--- src/hw/tcc_cfg.svh ---
// Register offsets, field positions, reset values and timing counts for the capture/compare channel.
// Assumes an 8-bit register port with byte offsets as printed.
`ifndef TCC_CFG_SVH
`define TCC_CFG_SVH

`define TCC_OFF_OVERCAPTURE   8'h07
`define TCC_OFF_EVENTGEN      8'h08
`define TCC_OFF_CH1MODE       8'h09
`define TCC_OFF_CH2MODE       8'h0a
`define TCC_OFF_CHCTRL        8'h0b
`define TCC_OFF_EVSTATUS      8'h06
`define TCC_OFF_CMP1HI        8'h11
`define TCC_OFF_CMP1LO        8'h12
`define TCC_OFF_CMP2HI        8'h13
`define TCC_OFF_CMP2LO        8'h14
`define TCC_OFF_IRQEN         8'h05

`define TCC_RST_BYTE          8'h00
`define TCC_RST_WORD          16'h0000

`define TCC_BIT_BREAK         7
`define TCC_BIT_TRIGGER       6
`define TCC_BIT_UPDATE        0

`define TCC_FAST_DELAY        3
`define TCC_NORMAL_DELAY      5

`endif

--- src/hw/tcc_pkg.sv ---
// Types shared by the capture/compare channel.
// Assumes the configuration header is compiled alongside.
`default_nettype none

package tcc_pkg;
    typedef enum logic [2:0] {
        TCC_FROZEN  = 3'b000,
        TCC_SETHI   = 3'b001,
        TCC_SETLO   = 3'b010,
        TCC_TOGGLE  = 3'b011,
        TCC_FORCELO = 3'b100,
        TCC_FORCEHI = 3'b101,
        TCC_PWM1    = 3'b110,
        TCC_PWM2    = 3'b111
    } tcc_mode_t;

    typedef enum logic [1:0] {
        TCC_SEL_OUT   = 2'b00,
        TCC_SEL_OWN   = 2'b01,
        TCC_SEL_NEIGH = 2'b10,
        TCC_SEL_TRIG  = 2'b11
    } tcc_sel_t;
endpackage

`default_nettype wire

--- src/hw/tcc_channel.sv ---
// Per-channel filter, capture divider, compare output and the top register block.
// Assumes counter, direction and update/trigger come from the neighbouring time base.
//
// The strobed register port was decided locally.
`include "tcc_cfg.svh"
`default_nettype none

module tcc_channel (
    input  wire logic        clk,
    input  wire logic        sys_rst,
    input  wire logic [7:0]  modeReg,
    input  wire logic        chEnable,
    input  wire logic        polarity,
    input  wire logic        pinOwn,
    input  wire logic        pinNeighbour,
    input  wire logic        trigSource,
    input  wire logic        trigEdge,
    input  wire logic        countDown,
    input  wire logic [15:0] counterValue,
    input  wire logic [15:0] compareWrite,
    input  wire logic        compareWe,
    input  wire logic        updateEvent,
    input  wire logic        softEvent,
    input  wire logic        modeWe,
    output logic             captureEvent,
    output logic             compareMatch,
    output logic [15:0]      compareValue,
    output logic [15:0]      compareActive,
    output logic             outRef,
    output logic             filtOut
);
    tcc_pkg::tcc_mode_t mode;
    tcc_pkg::tcc_sel_t  sel;
    logic        isInput;
    logic [4:0]  sampleDiv;
    logic [3:0]  needCount;
    logic [4:0]  divCnt;
    logic [3:0]  eqCnt;
    logic        rawIn;
    logic        inPrev;
    logic        edgeSeen;
    logic [2:0]  pscCnt;
    logic [1:0]  pscRatio;
    logic [2:0]  pscLimit;
    logic        cmpLess;
    logic        cmpLessPrev;
    logic        wasFrozen;
    logic [2:0]  fastCnt;

    assign mode    = tcc_pkg::tcc_mode_t'(modeReg[6:4]);
    assign sel     = tcc_pkg::tcc_sel_t'(modeReg[1:0]);
    assign isInput = (sel != tcc_pkg::TCC_SEL_OUT);

    // Filter sampling divider and sample count
    always_comb begin
        case (modeReg[7:4])
            4'h1: begin sampleDiv = 5'h00; needCount = 4'h2; end
            4'h2: begin sampleDiv = 5'h00; needCount = 4'h4; end
            4'h3: begin sampleDiv = 5'h00; needCount = 4'h8; end
            4'h4: begin sampleDiv = 5'h01; needCount = 4'h6; end
            4'h5: begin sampleDiv = 5'h01; needCount = 4'h8; end
            4'h6: begin sampleDiv = 5'h03; needCount = 4'h6; end
            4'h7: begin sampleDiv = 5'h03; needCount = 4'h8; end
            4'h8: begin sampleDiv = 5'h07; needCount = 4'h6; end
            4'h9: begin sampleDiv = 5'h07; needCount = 4'h8; end
            4'ha: begin sampleDiv = 5'h0f; needCount = 4'h5; end
            4'hb: begin sampleDiv = 5'h0f; needCount = 4'h6; end
            4'hc: begin sampleDiv = 5'h0f; needCount = 4'h8; end
            4'hd: begin sampleDiv = 5'h1f; needCount = 4'h5; end
            4'he: begin sampleDiv = 5'h1f; needCount = 4'h6; end
            4'hf: begin sampleDiv = 5'h1f; needCount = 4'h8; end
            default: begin sampleDiv = 5'h00; needCount = 4'h1; end
        endcase
    end

    // Input source by selection
    always_comb begin
        case (sel)
            tcc_pkg::TCC_SEL_OWN:   rawIn = pinOwn;
            tcc_pkg::TCC_SEL_NEIGH: rawIn = pinNeighbour;
            tcc_pkg::TCC_SEL_TRIG:  rawIn = trigSource;
            default:                rawIn = 1'b0;
        endcase
    end

    // Digital filter
    always_ff @(posedge clk or posedge sys_rst) begin
        if (sys_rst) begin
            divCnt  <= 5'h00;
            eqCnt   <= 4'h0;
            filtOut <= 1'b0;
        end else if (divCnt >= sampleDiv) begin
            divCnt <= 5'h00;
            if (rawIn == filtOut) begin
                eqCnt <= 4'h0;
            end else if (eqCnt + 4'h1 >= needCount) begin
                eqCnt   <= 4'h0;
                filtOut <= rawIn;
            end else begin
                eqCnt <= eqCnt + 4'h1;
            end
        end else begin
            divCnt <= divCnt + 5'h01;
        end
    end

    // Edge detect on filtered input, polarity picks edge
    always_ff @(posedge clk or posedge sys_rst) begin
        if (sys_rst) begin
            inPrev <= 1'b0;
        end else begin
            inPrev <= filtOut;
        end
    end
    assign edgeSeen = polarity ? (inPrev & ~filtOut) : (~inPrev & filtOut);

    // Capture divider keeps old ratio until a capture
    assign pscLimit = (pscRatio == 2'b00) ? 3'h0 : (pscRatio == 2'b01) ? 3'h1 : (pscRatio == 2'b10) ? 3'h3 : 3'h7;
    always_ff @(posedge clk or posedge sys_rst) begin
        if (sys_rst) begin
            pscCnt       <= 3'h0;
            pscRatio     <= 2'b00;
            captureEvent <= 1'b0;
        end else if (!chEnable) begin
            pscCnt       <= 3'h0;
            pscRatio     <= modeReg[3:2];
            captureEvent <= 1'b0;
        end else begin
            captureEvent <= 1'b0;
            if (isInput && edgeSeen) begin
                if (pscCnt == pscLimit) begin
                    pscCnt       <= 3'h0;
                    pscRatio     <= modeReg[3:2];
                    captureEvent <= 1'b1;
                end else begin
                    pscCnt <= pscCnt + 3'h1;
                end
            end
        end
    end

    // Compare value with optional preload; captures overwrite it
    always_ff @(posedge clk or posedge sys_rst) begin
        if (sys_rst) begin
            compareValue  <= `TCC_RST_WORD;
            compareActive <= `TCC_RST_WORD;
        end else if (isInput && ((captureEvent) || softEvent)) begin
            compareValue  <= counterValue;
            compareActive <= counterValue;
        end else begin
            if (compareWe) begin
                compareValue <= compareWrite;
            end
            if (compareWe && !modeReg[3]) begin
                compareActive <= compareWrite;
            end else if (updateEvent && modeReg[3]) begin
                compareActive <= compareValue;
            end
        end
    end

    assign cmpLess = countDown ? (counterValue <= compareActive) : (counterValue < compareActive);

    // Fast trigger path and normal delay pipeline
    always_ff @(posedge clk or posedge sys_rst) begin
        if (sys_rst) begin
            fastCnt <= 3'h0;
        end else if (trigEdge && mode[2] && mode[1]) begin
            fastCnt <= modeReg[2] ? 3'(`TCC_FAST_DELAY - 1) : 3'(`TCC_NORMAL_DELAY - 1);
        end else if (fastCnt != 3'h0) begin
            fastCnt <= fastCnt - 3'h1;
        end
    end

    // Output reference
    always_ff @(posedge clk or posedge sys_rst) begin
        if (sys_rst) begin
            outRef       <= 1'b0;
            cmpLessPrev  <= 1'b0;
            wasFrozen    <= 1'b1;
            compareMatch <= 1'b0;
        end else if (!isInput) begin
            cmpLessPrev  <= cmpLess;
            wasFrozen    <= (mode == tcc_pkg::TCC_FROZEN);
            compareMatch <= (counterValue == compareActive);
            case (mode)
                tcc_pkg::TCC_FROZEN:  outRef <= outRef;
                tcc_pkg::TCC_SETHI:   if (counterValue == compareActive) outRef <= 1'b1;
                tcc_pkg::TCC_SETLO:   if (counterValue == compareActive) outRef <= 1'b0;
                tcc_pkg::TCC_TOGGLE:  if (counterValue == compareActive) outRef <= ~outRef;
                tcc_pkg::TCC_FORCELO: outRef <= 1'b0;
                tcc_pkg::TCC_FORCEHI: outRef <= 1'b1;
                tcc_pkg::TCC_PWM1: begin
                    if (modeReg[2] && fastCnt == 3'h1) begin
                        outRef <= 1'b1;
                    end else if (cmpLess != cmpLessPrev || wasFrozen || modeWe) begin
                        outRef <= cmpLess;
                    end
                end
                tcc_pkg::TCC_PWM2: begin
                    if (modeReg[2] && fastCnt == 3'h1) begin
                        outRef <= 1'b0;
                    end else if (cmpLess != cmpLessPrev || wasFrozen || modeWe) begin
                        outRef <= ~cmpLess;
                    end
                end
                default: outRef <= outRef;
            endcase
        end else begin
            compareMatch <= 1'b0;
        end
    end
endmodule

// Behaviour
// - Overcapture flag sets only on capture while event flag set; software writes zero.
// - Lowest bit of overcapture status always reads zero.
// - Break generation clears main output enable, sets break flag, may interrupt, self-clears.
// - Trigger generation sets trigger flag, may interrupt, self-clears.
// - Channel generation on output channel sets its event flag, may interrupt.
// - Channel generation on input captures counter, sets flag, maybe overcapture.
// - Update generation reinitialises counter, clears prescaler, updates preloaded registers.
// - Frozen mode leaves reference unchanged on match.
// - Modes set high or low on match, or force low or high.
// - Toggle mode inverts reference at every match.
// - PWM one active below compare counting up; inactive above compare counting down.
// - PWM two inactive below compare counting up and at or below compare counting down, active otherwise.
// - PWM level changes only on comparison change, leaving frozen, a mode register write or a fast trigger.
// - Reference active high; channel output level follows polarity bit.
// - Without preload compare writes act at once; with preload at update.
// - Fast enable makes trigger edge force compare level in three cycles; without fast enable the edge forces nothing.
// - Selection: output, own pin, neighbouring pin, internal trigger.
// - Selection field writable only while channel enable is zero.
// - Filter field sets sample rate and equal-sample count; zero disables.
// - Capture divider captures every 1, 2, 4 or 8 edges; reset when disabled.
// - Divider ratio change waits for next capture unless enable toggled.
module tcc_top (
    input  wire logic        clk,
    input  wire logic        sys_rst,
    input  wire logic [7:0]  regAddr,
    input  wire logic [7:0]  regWdata,
    input  wire logic        regWrite,
    input  wire logic        regRead,
    output logic      [7:0]  regRdata,
    input  wire logic [15:0] counterValue,
    input  wire logic        countDown,
    input  wire logic        updateIn,
    input  wire logic        trigEdge,
    input  wire logic        trigSource,
    input  wire logic        pin1,
    input  wire logic        pin2,
    output logic             mainOutputEnable,
    output logic             breakIrq,
    output logic             triggerIrq,
    output logic [1:0]       channelIrq,
    output logic             updateRequest,
    output logic [1:0]       channelOutput
);
    logic [7:0]  chMode [2];
    logic [7:0]  chCtrl;
    logic [7:0]  irqEnable;
    logic [7:0]  evStatus;
    logic [7:0]  overStatus;
    logic [7:0]  genPulse;
    logic [15:0] cmpWrite [2];
    logic [1:0]  cmpWe;
    logic [1:0]  modeWe;
    logic [1:0]  capEv;
    logic [1:0]  match;
    logic [1:0]  softEv;
    logic [1:0]  isIn;
    logic [1:0]  outRef;
    logic [1:0]  filt;
    logic [15:0] cmpVal [2];
    logic [15:0] cmpAct [2];
    logic [7:0]  cmpHiLatch [2];
    logic        wrOver;
    logic        wrStatus;

    // Event generation pulse, one cycle, reads as zero
    always_ff @(posedge clk or posedge sys_rst) begin
        if (sys_rst) begin
            genPulse <= `TCC_RST_BYTE;
        end else begin
            genPulse <= (regWrite && regAddr == `TCC_OFF_EVENTGEN) ? regWdata : 8'h00;
        end
    end

    assign softEv   = genPulse[2:1];
    assign wrOver   = regWrite && regAddr == `TCC_OFF_OVERCAPTURE;
    assign wrStatus = regWrite && regAddr == `TCC_OFF_EVSTATUS;

    for (genvar i = 0; i < 2; i++) begin : g_ch
        assign isIn[i]   = (chMode[i][1:0] != 2'b00);
        assign modeWe[i] = regWrite && regAddr == 8'(`TCC_OFF_CH1MODE + i);
        assign cmpWe[i]  = regWrite && regAddr == 8'(`TCC_OFF_CMP1LO + 2 * i) && !isIn[i];
        assign cmpWrite[i] = {cmpHiLatch[i], regWdata};

        always_ff @(posedge clk or posedge sys_rst) begin
            if (sys_rst) begin
                chMode[i]     <= `TCC_RST_BYTE;
                cmpHiLatch[i] <= `TCC_RST_BYTE;
            end else begin
                if (modeWe[i]) begin
                    chMode[i][7:2] <= regWdata[7:2];
                    if (!chCtrl[4 * i]) begin
                        chMode[i][1:0] <= regWdata[1:0];
                    end
                end
                if (regWrite && regAddr == 8'(`TCC_OFF_CMP1HI + 2 * i)) begin
                    cmpHiLatch[i] <= regWdata;
                end
            end
        end

        tcc_channel u_ch (
            .clk          (clk),
            .sys_rst      (sys_rst),
            .modeReg      (chMode[i]),
            .chEnable     (chCtrl[4 * i]),
            .polarity     (chCtrl[4 * i + 1]),
            .pinOwn       (i == 0 ? pin1 : pin2),
            .pinNeighbour (i == 0 ? pin2 : pin1),
            .trigSource   (trigSource),
            .trigEdge     (trigEdge),
            .countDown    (countDown),
            .counterValue (counterValue),
            .compareWrite (cmpWrite[i]),
            .compareWe    (cmpWe[i]),
            .updateEvent  (updateIn | genPulse[`TCC_BIT_UPDATE]),
            .softEvent    (softEv[i]),
            .modeWe       (modeWe[i]),
            .captureEvent (capEv[i]),
            .compareMatch (match[i]),
            .compareValue (cmpVal[i]),
            .compareActive(cmpAct[i]),
            .outRef       (outRef[i]),
            .filtOut      (filt[i])
        );

        // Event flag and overcapture flag: set wins over clear
        always_ff @(posedge clk or posedge sys_rst) begin
            if (sys_rst) begin
                evStatus[i + 1]   <= 1'b0;
                overStatus[i + 1] <= 1'b0;
            end else begin
                if (capEv[i] || softEv[i] || match[i]) begin
                    evStatus[i + 1] <= 1'b1;
                end else if (wrStatus && !regWdata[i + 1]) begin
                    evStatus[i + 1] <= 1'b0;
                end
                if (isIn[i] && (capEv[i] || softEv[i]) && evStatus[i + 1]) begin
                    overStatus[i + 1] <= 1'b1;
                end else if (wrOver && !regWdata[i + 1]) begin
                    overStatus[i + 1] <= 1'b0;
                end
            end
        end

        // Output from reference and polarity
        always_ff @(posedge clk or posedge sys_rst) begin
            if (sys_rst) begin
                channelOutput[i] <= 1'b0;
                channelIrq[i]    <= 1'b0;
            end else begin
                channelOutput[i] <= chCtrl[4 * i] & mainOutputEnable & (outRef[i] ^ chCtrl[4 * i + 1]);
                channelIrq[i]    <= irqEnable[i + 1] & (capEv[i] | softEv[i] | match[i]);
            end
        end
    end

    assign overStatus[0]   = 1'b0;
    assign overStatus[7:3] = 5'h00;
    assign evStatus[0]     = 1'b0;
    assign evStatus[5:3]   = 3'h0;

    // Break, trigger flags and enables
    always_ff @(posedge clk or posedge sys_rst) begin
        if (sys_rst) begin
            evStatus[7]      <= 1'b0;
            evStatus[6]      <= 1'b0;
            mainOutputEnable <= 1'b0;
            breakIrq         <= 1'b0;
            triggerIrq       <= 1'b0;
            updateRequest    <= 1'b0;
            chCtrl           <= `TCC_RST_BYTE;
            irqEnable        <= `TCC_RST_BYTE;
        end else begin
            breakIrq      <= genPulse[`TCC_BIT_BREAK] & irqEnable[7];
            triggerIrq    <= (genPulse[`TCC_BIT_TRIGGER] | trigEdge) & irqEnable[6];
            updateRequest <= genPulse[`TCC_BIT_UPDATE];
            if (genPulse[`TCC_BIT_BREAK]) begin
                evStatus[7] <= 1'b1;
            end else if (wrStatus && !regWdata[7]) begin
                evStatus[7] <= 1'b0;
            end
            if (genPulse[`TCC_BIT_TRIGGER] || trigEdge) begin
                evStatus[6] <= 1'b1;
            end else if (wrStatus && !regWdata[6]) begin
                evStatus[6] <= 1'b0;
            end
            if (genPulse[`TCC_BIT_BREAK]) begin
                mainOutputEnable <= 1'b0;
            end else if (regWrite && regAddr == `TCC_OFF_CHCTRL) begin
                mainOutputEnable <= regWdata[7];
            end
            if (regWrite && regAddr == `TCC_OFF_CHCTRL) begin
                chCtrl <= {1'b0, 1'b0, regWdata[5:4], 2'b00, regWdata[1:0]};
            end
            if (regWrite && regAddr == `TCC_OFF_IRQEN) begin
                irqEnable <= {regWdata[7:6], 3'b000, regWdata[2:1], 1'b0};
            end
        end
    end

    // Read data one cycle after strobe
    always_ff @(posedge clk or posedge sys_rst) begin
        if (sys_rst) begin
            regRdata <= `TCC_RST_BYTE;
        end else if (regRead) begin
            case (regAddr)
                `TCC_OFF_IRQEN:       regRdata <= irqEnable;
                `TCC_OFF_EVSTATUS:    regRdata <= evStatus;
                `TCC_OFF_OVERCAPTURE: regRdata <= overStatus;
                `TCC_OFF_EVENTGEN:    regRdata <= 8'h00;
                `TCC_OFF_CH1MODE:     regRdata <= chMode[0];
                `TCC_OFF_CH2MODE:     regRdata <= chMode[1];
                `TCC_OFF_CHCTRL:      regRdata <= {mainOutputEnable, chCtrl[6:0]};
                `TCC_OFF_CMP1HI:      regRdata <= cmpVal[0][15:8];
                `TCC_OFF_CMP1LO:      regRdata <= cmpVal[0][7:0];
                `TCC_OFF_CMP2HI:      regRdata <= cmpVal[1][15:8];
                `TCC_OFF_CMP2LO:      regRdata <= cmpVal[1][7:0];
                default:              regRdata <= 8'h00;
            endcase
        end else begin
            regRdata <= 8'h00;
        end
    end
endmodule

`default_nettype wire

--- config.mk ---
export PLATFORM = sky130hd
export DESIGN_NAME = tcc_top
export DESIGN_NICKNAME = d
export VERILOG_FILES = /design/src/hw/tcc_pkg.sv /design/src/hw/tcc_channel.sv
export VERILOG_INCLUDE_DIRS = /design/src /design/src/hw
export SDC_FILE = /design/constraint.sdc
export NUM_CORES = 1
export LEC_CHECK = 0
export ABC_AREA = 1
export ABC_CLOCK_PERIOD_IN_PS = 9950
export CAP_MARGIN = 20
export CORE_ASPECT_RATIO = 0.8
export CORE_MARGIN = 2
export CORE_UTILIZATION = 45
export DETAILED_ROUTE_END_ITERATION = 10
export DONT_BUFFER_PORTS = 1
export PLACE_DENSITY_LB_ADDON = 0.1
export SYNTH_ARGS = -nofsm -noshare
export SYNTH_HDL_FRONTEND = slang
export SYNTH_SLANG_ARGS = --single-unit
--- constraint.sdc ---
create_clock -name clk -period 9.95 [get_ports clk]
set_input_delay 0.995 -clock clk [delete_from_list [all_inputs] [get_ports clk]]
set_output_delay 0.995 -clock clk [all_outputs]
set_load 0.005 [all_outputs]
# After elaboration in Yosys (flattened, before gate mapping)
# Memory sizes are Yosys's and may differ from the RTL's.
# Index checks and enable logic that the tools add are counted.
# word_totals
reg_bits	182
mem_bits_ro	288
input_bits	42
out_inout_bits	16
wordCells	333
mem_count	2
# memory_table
name	words	width	rd	rd_ports_with_merged_regs	wr	line	rtl
(name not given)	16	9	1	0	0	tcc_channel.sv:56	case (modeReg[7:4])
(name not given)	16	9	1	0	0	tcc_channel.sv:56	
# op_classes
addsub	8
order_cmp	8
n_eq_ne	59
mux	87
bitwise	36
reduce_logical	81
# ops
cell	n
$mux 16	10
$pmux 8 s10	1
$mux 3	18
$mux 1	40
$logic_and 1x1->1	35
$eq 16x16->1	2
$eq 8x4->1 const B	4
$eq 8x5->1 const B	4
$le 16x16->1	2
$lt 16x16->1	2
$reduce_bool 2->1	13
$eq 3x3->1 const B	8
$eq 8x3->1 const B	3
$ne 2x1->1 const B	10
$mux 4	4
$mux 8	2
$not 1->1	16
$pmux 1 s7	2
$reduce_and 7->1	2
$and 1x1->1	12
$eq 2x2->1 const B	6
$eq 3x1->1 const B	4
$eq 3x2->1 const B	4
$mux 2	6
22 further kinds	69

# Logic depth before layout (Yosys ltp)
# depth
depth_word	8
depth_mapped	17
mapped_depth_nobuf	17

# By module
# A second synthesis with hierarchy kept.
# unflattened
cells_unflattened	1345
hier_area_um2	10727.8
# by_module_without_submodules
module	n_inst	cells_each	area_per_inst_um2	seq_area_each_um2
tcc_channel at g_ch[1].u_ch	1	476	3706.1	1402.6
tcc_channel at g_ch[0].u_ch	1	474	3701.0	1402.6
tcc_top	1	395	3320.7	1676.6

# Worst setup path before layout
# Ideal clock, no wire load.
# synth_timing
path_type	input port to flip-flop
startpoint	input port counterValue[7]
endpoint	register g_ch[0].u_ch.outRef
setup_ps	117
arrival_time_ps	2165
t_required_ps	9833
slack_ps	7667
stages	12
n_path_buf	0
cell_sequence	ha_1 > nand2_1 > nor2_1 > nand2_1 > nor3_1 > nand2_1 > nand2_1 > nand2_1 > nand3_1 > nand2_1 > nand2_1 > nand2_1
# synth_between
elab_chain_cells	7
word_cells_on_any_way	19
cone_classes	order compare: 2; eq/ne: 7; mux: 6; bitwise: 1; reduce/logical: 3
# synth_lines
element	line	rtl
start, declared	tcc_channel.sv:245	input wire logic [15:0] counterValue,
$lt 16x16->1 / $le 16x16->1 (equally long branches)	tcc_channel.sv:162	assign cmpLess = countDown ? (counterValue <= compareActive) : (counterValue < compareActive);
$mux 1	tcc_channel.sv:162	
$ne 1x1->1	tcc_channel.sv:196, tcc_channel.sv:203	
$logic_or 1x1->1 (2 in a row)	tcc_channel.sv:196, tcc_channel.sv:203	
$ne 3x1->1 (no line)	--	
$reduce_and 7->1 (no line)	--	
end signal, assigned	tcc_channel.sv:197	outRef <= cmpLess;
end signal, assigned	tcc_channel.sv:204	outRef <= ~cmpLess;
end signal, assigned	tcc_channel.sv:207	default: outRef <= outRef;
end, declared	tcc_channel.sv:29	output logic outRef,
# Several ways; a longest one is shown, not always the timed one. The select of a mux whose other input is x is not followed.
# A chain may end at the register's enable or synchronous reset.

# Final worst setup path
# layout_timing
startpoint	register chMode[0] (netlist bit)
endpoint	register g_ch[1].u_ch.compareValue[15]
# layout_between
elab_chain_cells	4
word_cells_on_any_way	6
cone_classes	mux: 1; reduce/logical: 5
# layout_lines
element	line	rtl
start, declared	tcc_channel.sv:259	logic [7:0] chMode [2];
start signal, assigned by index	tcc_channel.sv:301	chMode[i] <= `TCC_RST_BYTE;
start signal, assigned by index	tcc_channel.sv:305	chMode[i][7:2] <= regWdata[7:2];
start signal, assigned by index	tcc_channel.sv:307	chMode[i][1:0] <= regWdata[1:0];
$reduce_bool 2->1 (*)	tcc_channel.sv:52, tcc_channel.sv:294	
$logic_not 1->1	--	
$logic_and 1x1->1	tcc_channel.sv:296	assign cmpWe[i] = regWrite && regAddr == 8'(`TCC_OFF_CMP1LO + 2 * i) && !isIn[i];
$reduce_bool 2->1 (no line)	--	
end signal, assigned	tcc_channel.sv:145	compareValue <= `TCC_RST_WORD;
end signal, assigned	tcc_channel.sv:148	compareValue <= counterValue;
end signal, assigned	tcc_channel.sv:152	compareValue <= compareWrite;
end, declared	tcc_channel.sv:27	output logic [15:0] compareValue,
# Mark *: on every way between the ends. The rest lies on a longest branch, timed or not.

==> flow_summary.ini <==
[status]
status = finished, final reports clean

[placed_design]
post-place-ws_ns = 6.63
gp_congestion = 0.895
port_buffers = 0
post-place-cells = 1561
hpwl_mm = 22.0

[finish]
syn_to_final_growth_pct = 8.23
antenna_cells = 0
nets = 1387
final_util = 0.499
drive_above_1_share = 0.0823
instances_no_fill = 1594
final_common_cell = inv_1
layout_common_cells = inv_1 (206), nand2_1 (197), dfrtp_1 (177)

[global_route]
grt_max_degree = 129
grt_first_pass_wirelength_mm = 46.5
antenna_found_initial = 0
overflow = 0
grt_usage = 0.250
grt_pass1_vias = 8149

[power]
clock_power_share = 0.365
p_switching_mw = 0.617
swShare = 0.310
intPower_mw = 1.37
power_frac_seq = 0.438
leakage_nw = 5.68
combPwrFrac = 0.197
power_density_nw_per_um2 = 176
ir_drop_mv = 0.126

[sta]
post-route-period-util = 0.301
rsz0062_at_grt = no
skew_ns = 0.0170
tightest_slew_ns = 0.948
setup_viol = 0
hold_violations = 0
relSlewSlack = 0.366
setup_slack_ns = 6.96
tns_ns = 0
maxSlewViolCount = 0
finalCriticalPeriod_ns = 2.99
fmax_mhz = 334

[routing]
drt_iter0_drc = 866
drt-total-wl_mm = 29.4
wl_per_cell_um = 18.4
via_per_inst = 5.41
firstDrtPassIters = 5
vias = 8622
drc = 0
ant_nets = 0

[clock_network]
clockBufferDepth = 2
cts_hold_buffers = 0
cts_root_buf = clkbuf_16
post_cts_buffers = 0
clkLatencyLatePin_ns = 0.44
cts_tree = yes
clock_sinks = 179
cts_buffers = 17
htreeDepth = 4
ctsResizeCount = 0
clk_pin_slew_ns = 0.08

[worst_setup_path]
r2r-start = chMode[0]
path_cells = nor2_4, inv_2, nand2_1, inv_1, or2_0, buf_4, o21ai_0
path_buf_inv = 3
cp.required_ns = 10.31
reg2reg_depth = 7
slowest_delay_ns = 0.59
cp.arrival_ns = 3.35
cp-start-kind = register
critPathKind = register to register
end_kind = register
rr_endpoint = g_ch[1].u_ch.compareValue[15]
crit_fanout = 21
cp_top_family = simple AND/OR/NAND/NOR gates
slowest_stage = nand2_1
r2r_slack_ns = 6.96

[synth]
synth_seq_cells = 179
syn_nets = 1396
synthArstFlopShare = 1.00
yosys_warnings = 0
synthCells = 1284
yosysUniqueCellTypes = 53
syn_area_um2 = 10400
synth_seq_area_share = 0.429
synth.avg_cell_area_um2 = 8.13
synth_edf_count = 0
ys.flop_type = dfrtp_1

[hold_path]
worstHoldPathCells = 0
hold_end = g_ch[1].u_ch.inPrev
hold_start = g_ch[1].u_ch.filtOut
min_path_type = register to register

[floorplan]
start_util = 0.461
die_y_um = 140
dieWidth_um = 174
row_count = 49
die-area_um2 = 24400
ioPinCount = 58
core_um2 = 22600

[run]
cap_viol_max_count = 0
==> cells by family after synthesis <==
logic type / synth area share
AOI/OAI and AO/OA: 0.182
xor gates and xnor gates: 0.0151
adders and majority gates: 0.0839
buffers and inverters: 0.0952
DFF: 0.429
and+or+nand+nor: 0.194
==> power by group through the flow <==
stage	combinational, mW	sequential [mW]	clock [mW]
finish	0.392	0.871	0.726
global route	0.462	0.883	0.761
CTS	0.394	0.871	0.734
detailed placement	0.392	0.884	0
global placement	0.384	0.883	0
floorplan	0.314	0.867	0
==> metal layers <==
| metal | global-route usage | vias up | wire length, um |
|---|---|---|---|
| li1 | - | 4209 | - |
| met5 | 0 | - | 0 |
| met3 | 0.0649 | 27 | 2550 |
| met2 | 0.345 | 281 | 11800 |
| met1 | 0.387 | 4105 | 14700 |
| met4 | 0.0553 | 0 | 365 |
==> worst max path at each step <==
stage / to / slack, ns / cells after the start / startpoint
finish: g_ch[1].u_ch.compareValue[15] / 6.96 / 7 / chMode[0]
CTS: g_ch[1].u_ch.compareValue[15] / 7.02 / 7 / chMode[0]
global placement: g_ch[1].u_ch.compareActive[9] / 6.69 / 7 / regAddr[1]
global route: g_ch[1].u_ch.compareValue[15] / 6.76 / 7 / chMode[0]
detailed placement: g_ch[1].u_ch.compareActive[14] / 6.63 / 7 / regAddr[1]
floorplan: breakIrq / 4.10 / 1 / sys_rst
==> metrics by stage <==
step / total power [mW] / area, um^2 / hold slack (ns)
4_1_cts: 2.00 / 11300 / 0.370
6_report: 1.99 / 11300 / 0.380
3_3_place_gp: 1.27 / 10700 / 0.357
2_1_floorplan: 1.18 / 10400 / 0.354
3_5_place_dp: 1.28 / 10700 / 0.369
5_1_grt: 2.11 / 11300 / 0.392
==> Yosys cell counts, drive strengths merged (2+ instances only) <==
cell type	number	share of area
xor2	12	0.010
nor4	2	0.0012
dfstp	2	0.0050
a21oi	70	0.034
clkinv	2	0.00084
o31ai	4	0.0029
inv	212	0.077
a22oi	30	0.029
or2	4	0.0024
nand4	16	0.011
nand2	201	0.075
o21bai	2	0.0014
a31oi	2	0.0012
a41oi	2	0.0017
xnor2	6	0.0050
clkbuf	12	0.0043
a211oi	2	0.0014
o21a	4	0.0029
buf	19	0.013
dfrtp	177	0.42
a21o	2	0.0014
nand3	44	0.022
o21ai	151	0.076
ha	70	0.084
o22ai	39	0.023
o211ai	7	0.0050
nor2	168	0.071
nor3	18	0.010
==> final cells by class <==
class | count | area (um^2)
Fill cell | 2181 | 11300
Multi-Input combinational cell | 860 | 4960
Sequential cell | 179 | 4480
Inverter | 214 | 820
Clock buffer | 19 | 443
Tap cell | 306 | 383
Clock inverter | 13 | 174
Timing Repair Buffer | 3 | 30.0
==> flip-flops by register name, summed over array words and instances (netlist names), 4 cells and up <==
| register | count |
|---|---|
| irqEnable | 4 |
| g_ch.u_ch.divCnt | 10 |
| g_ch.u_ch.eqCnt | 8 |
| g_ch.u_ch.compareValue | 32 |
| regRdata | 8 |
| chCtrl | 4 |
| cmpHiLatch | 16 |
| genPulse | 5 |
| g_ch.u_ch.compareActive | 32 |
| g_ch.u_ch.fastCnt | 6 |
| chMode | 16 |
| g_ch.u_ch.pscCnt | 6 |
| evStatus | 4 |
| g_ch.u_ch.pscRatio | 4 |
Power figures use the tool's default switching activity.
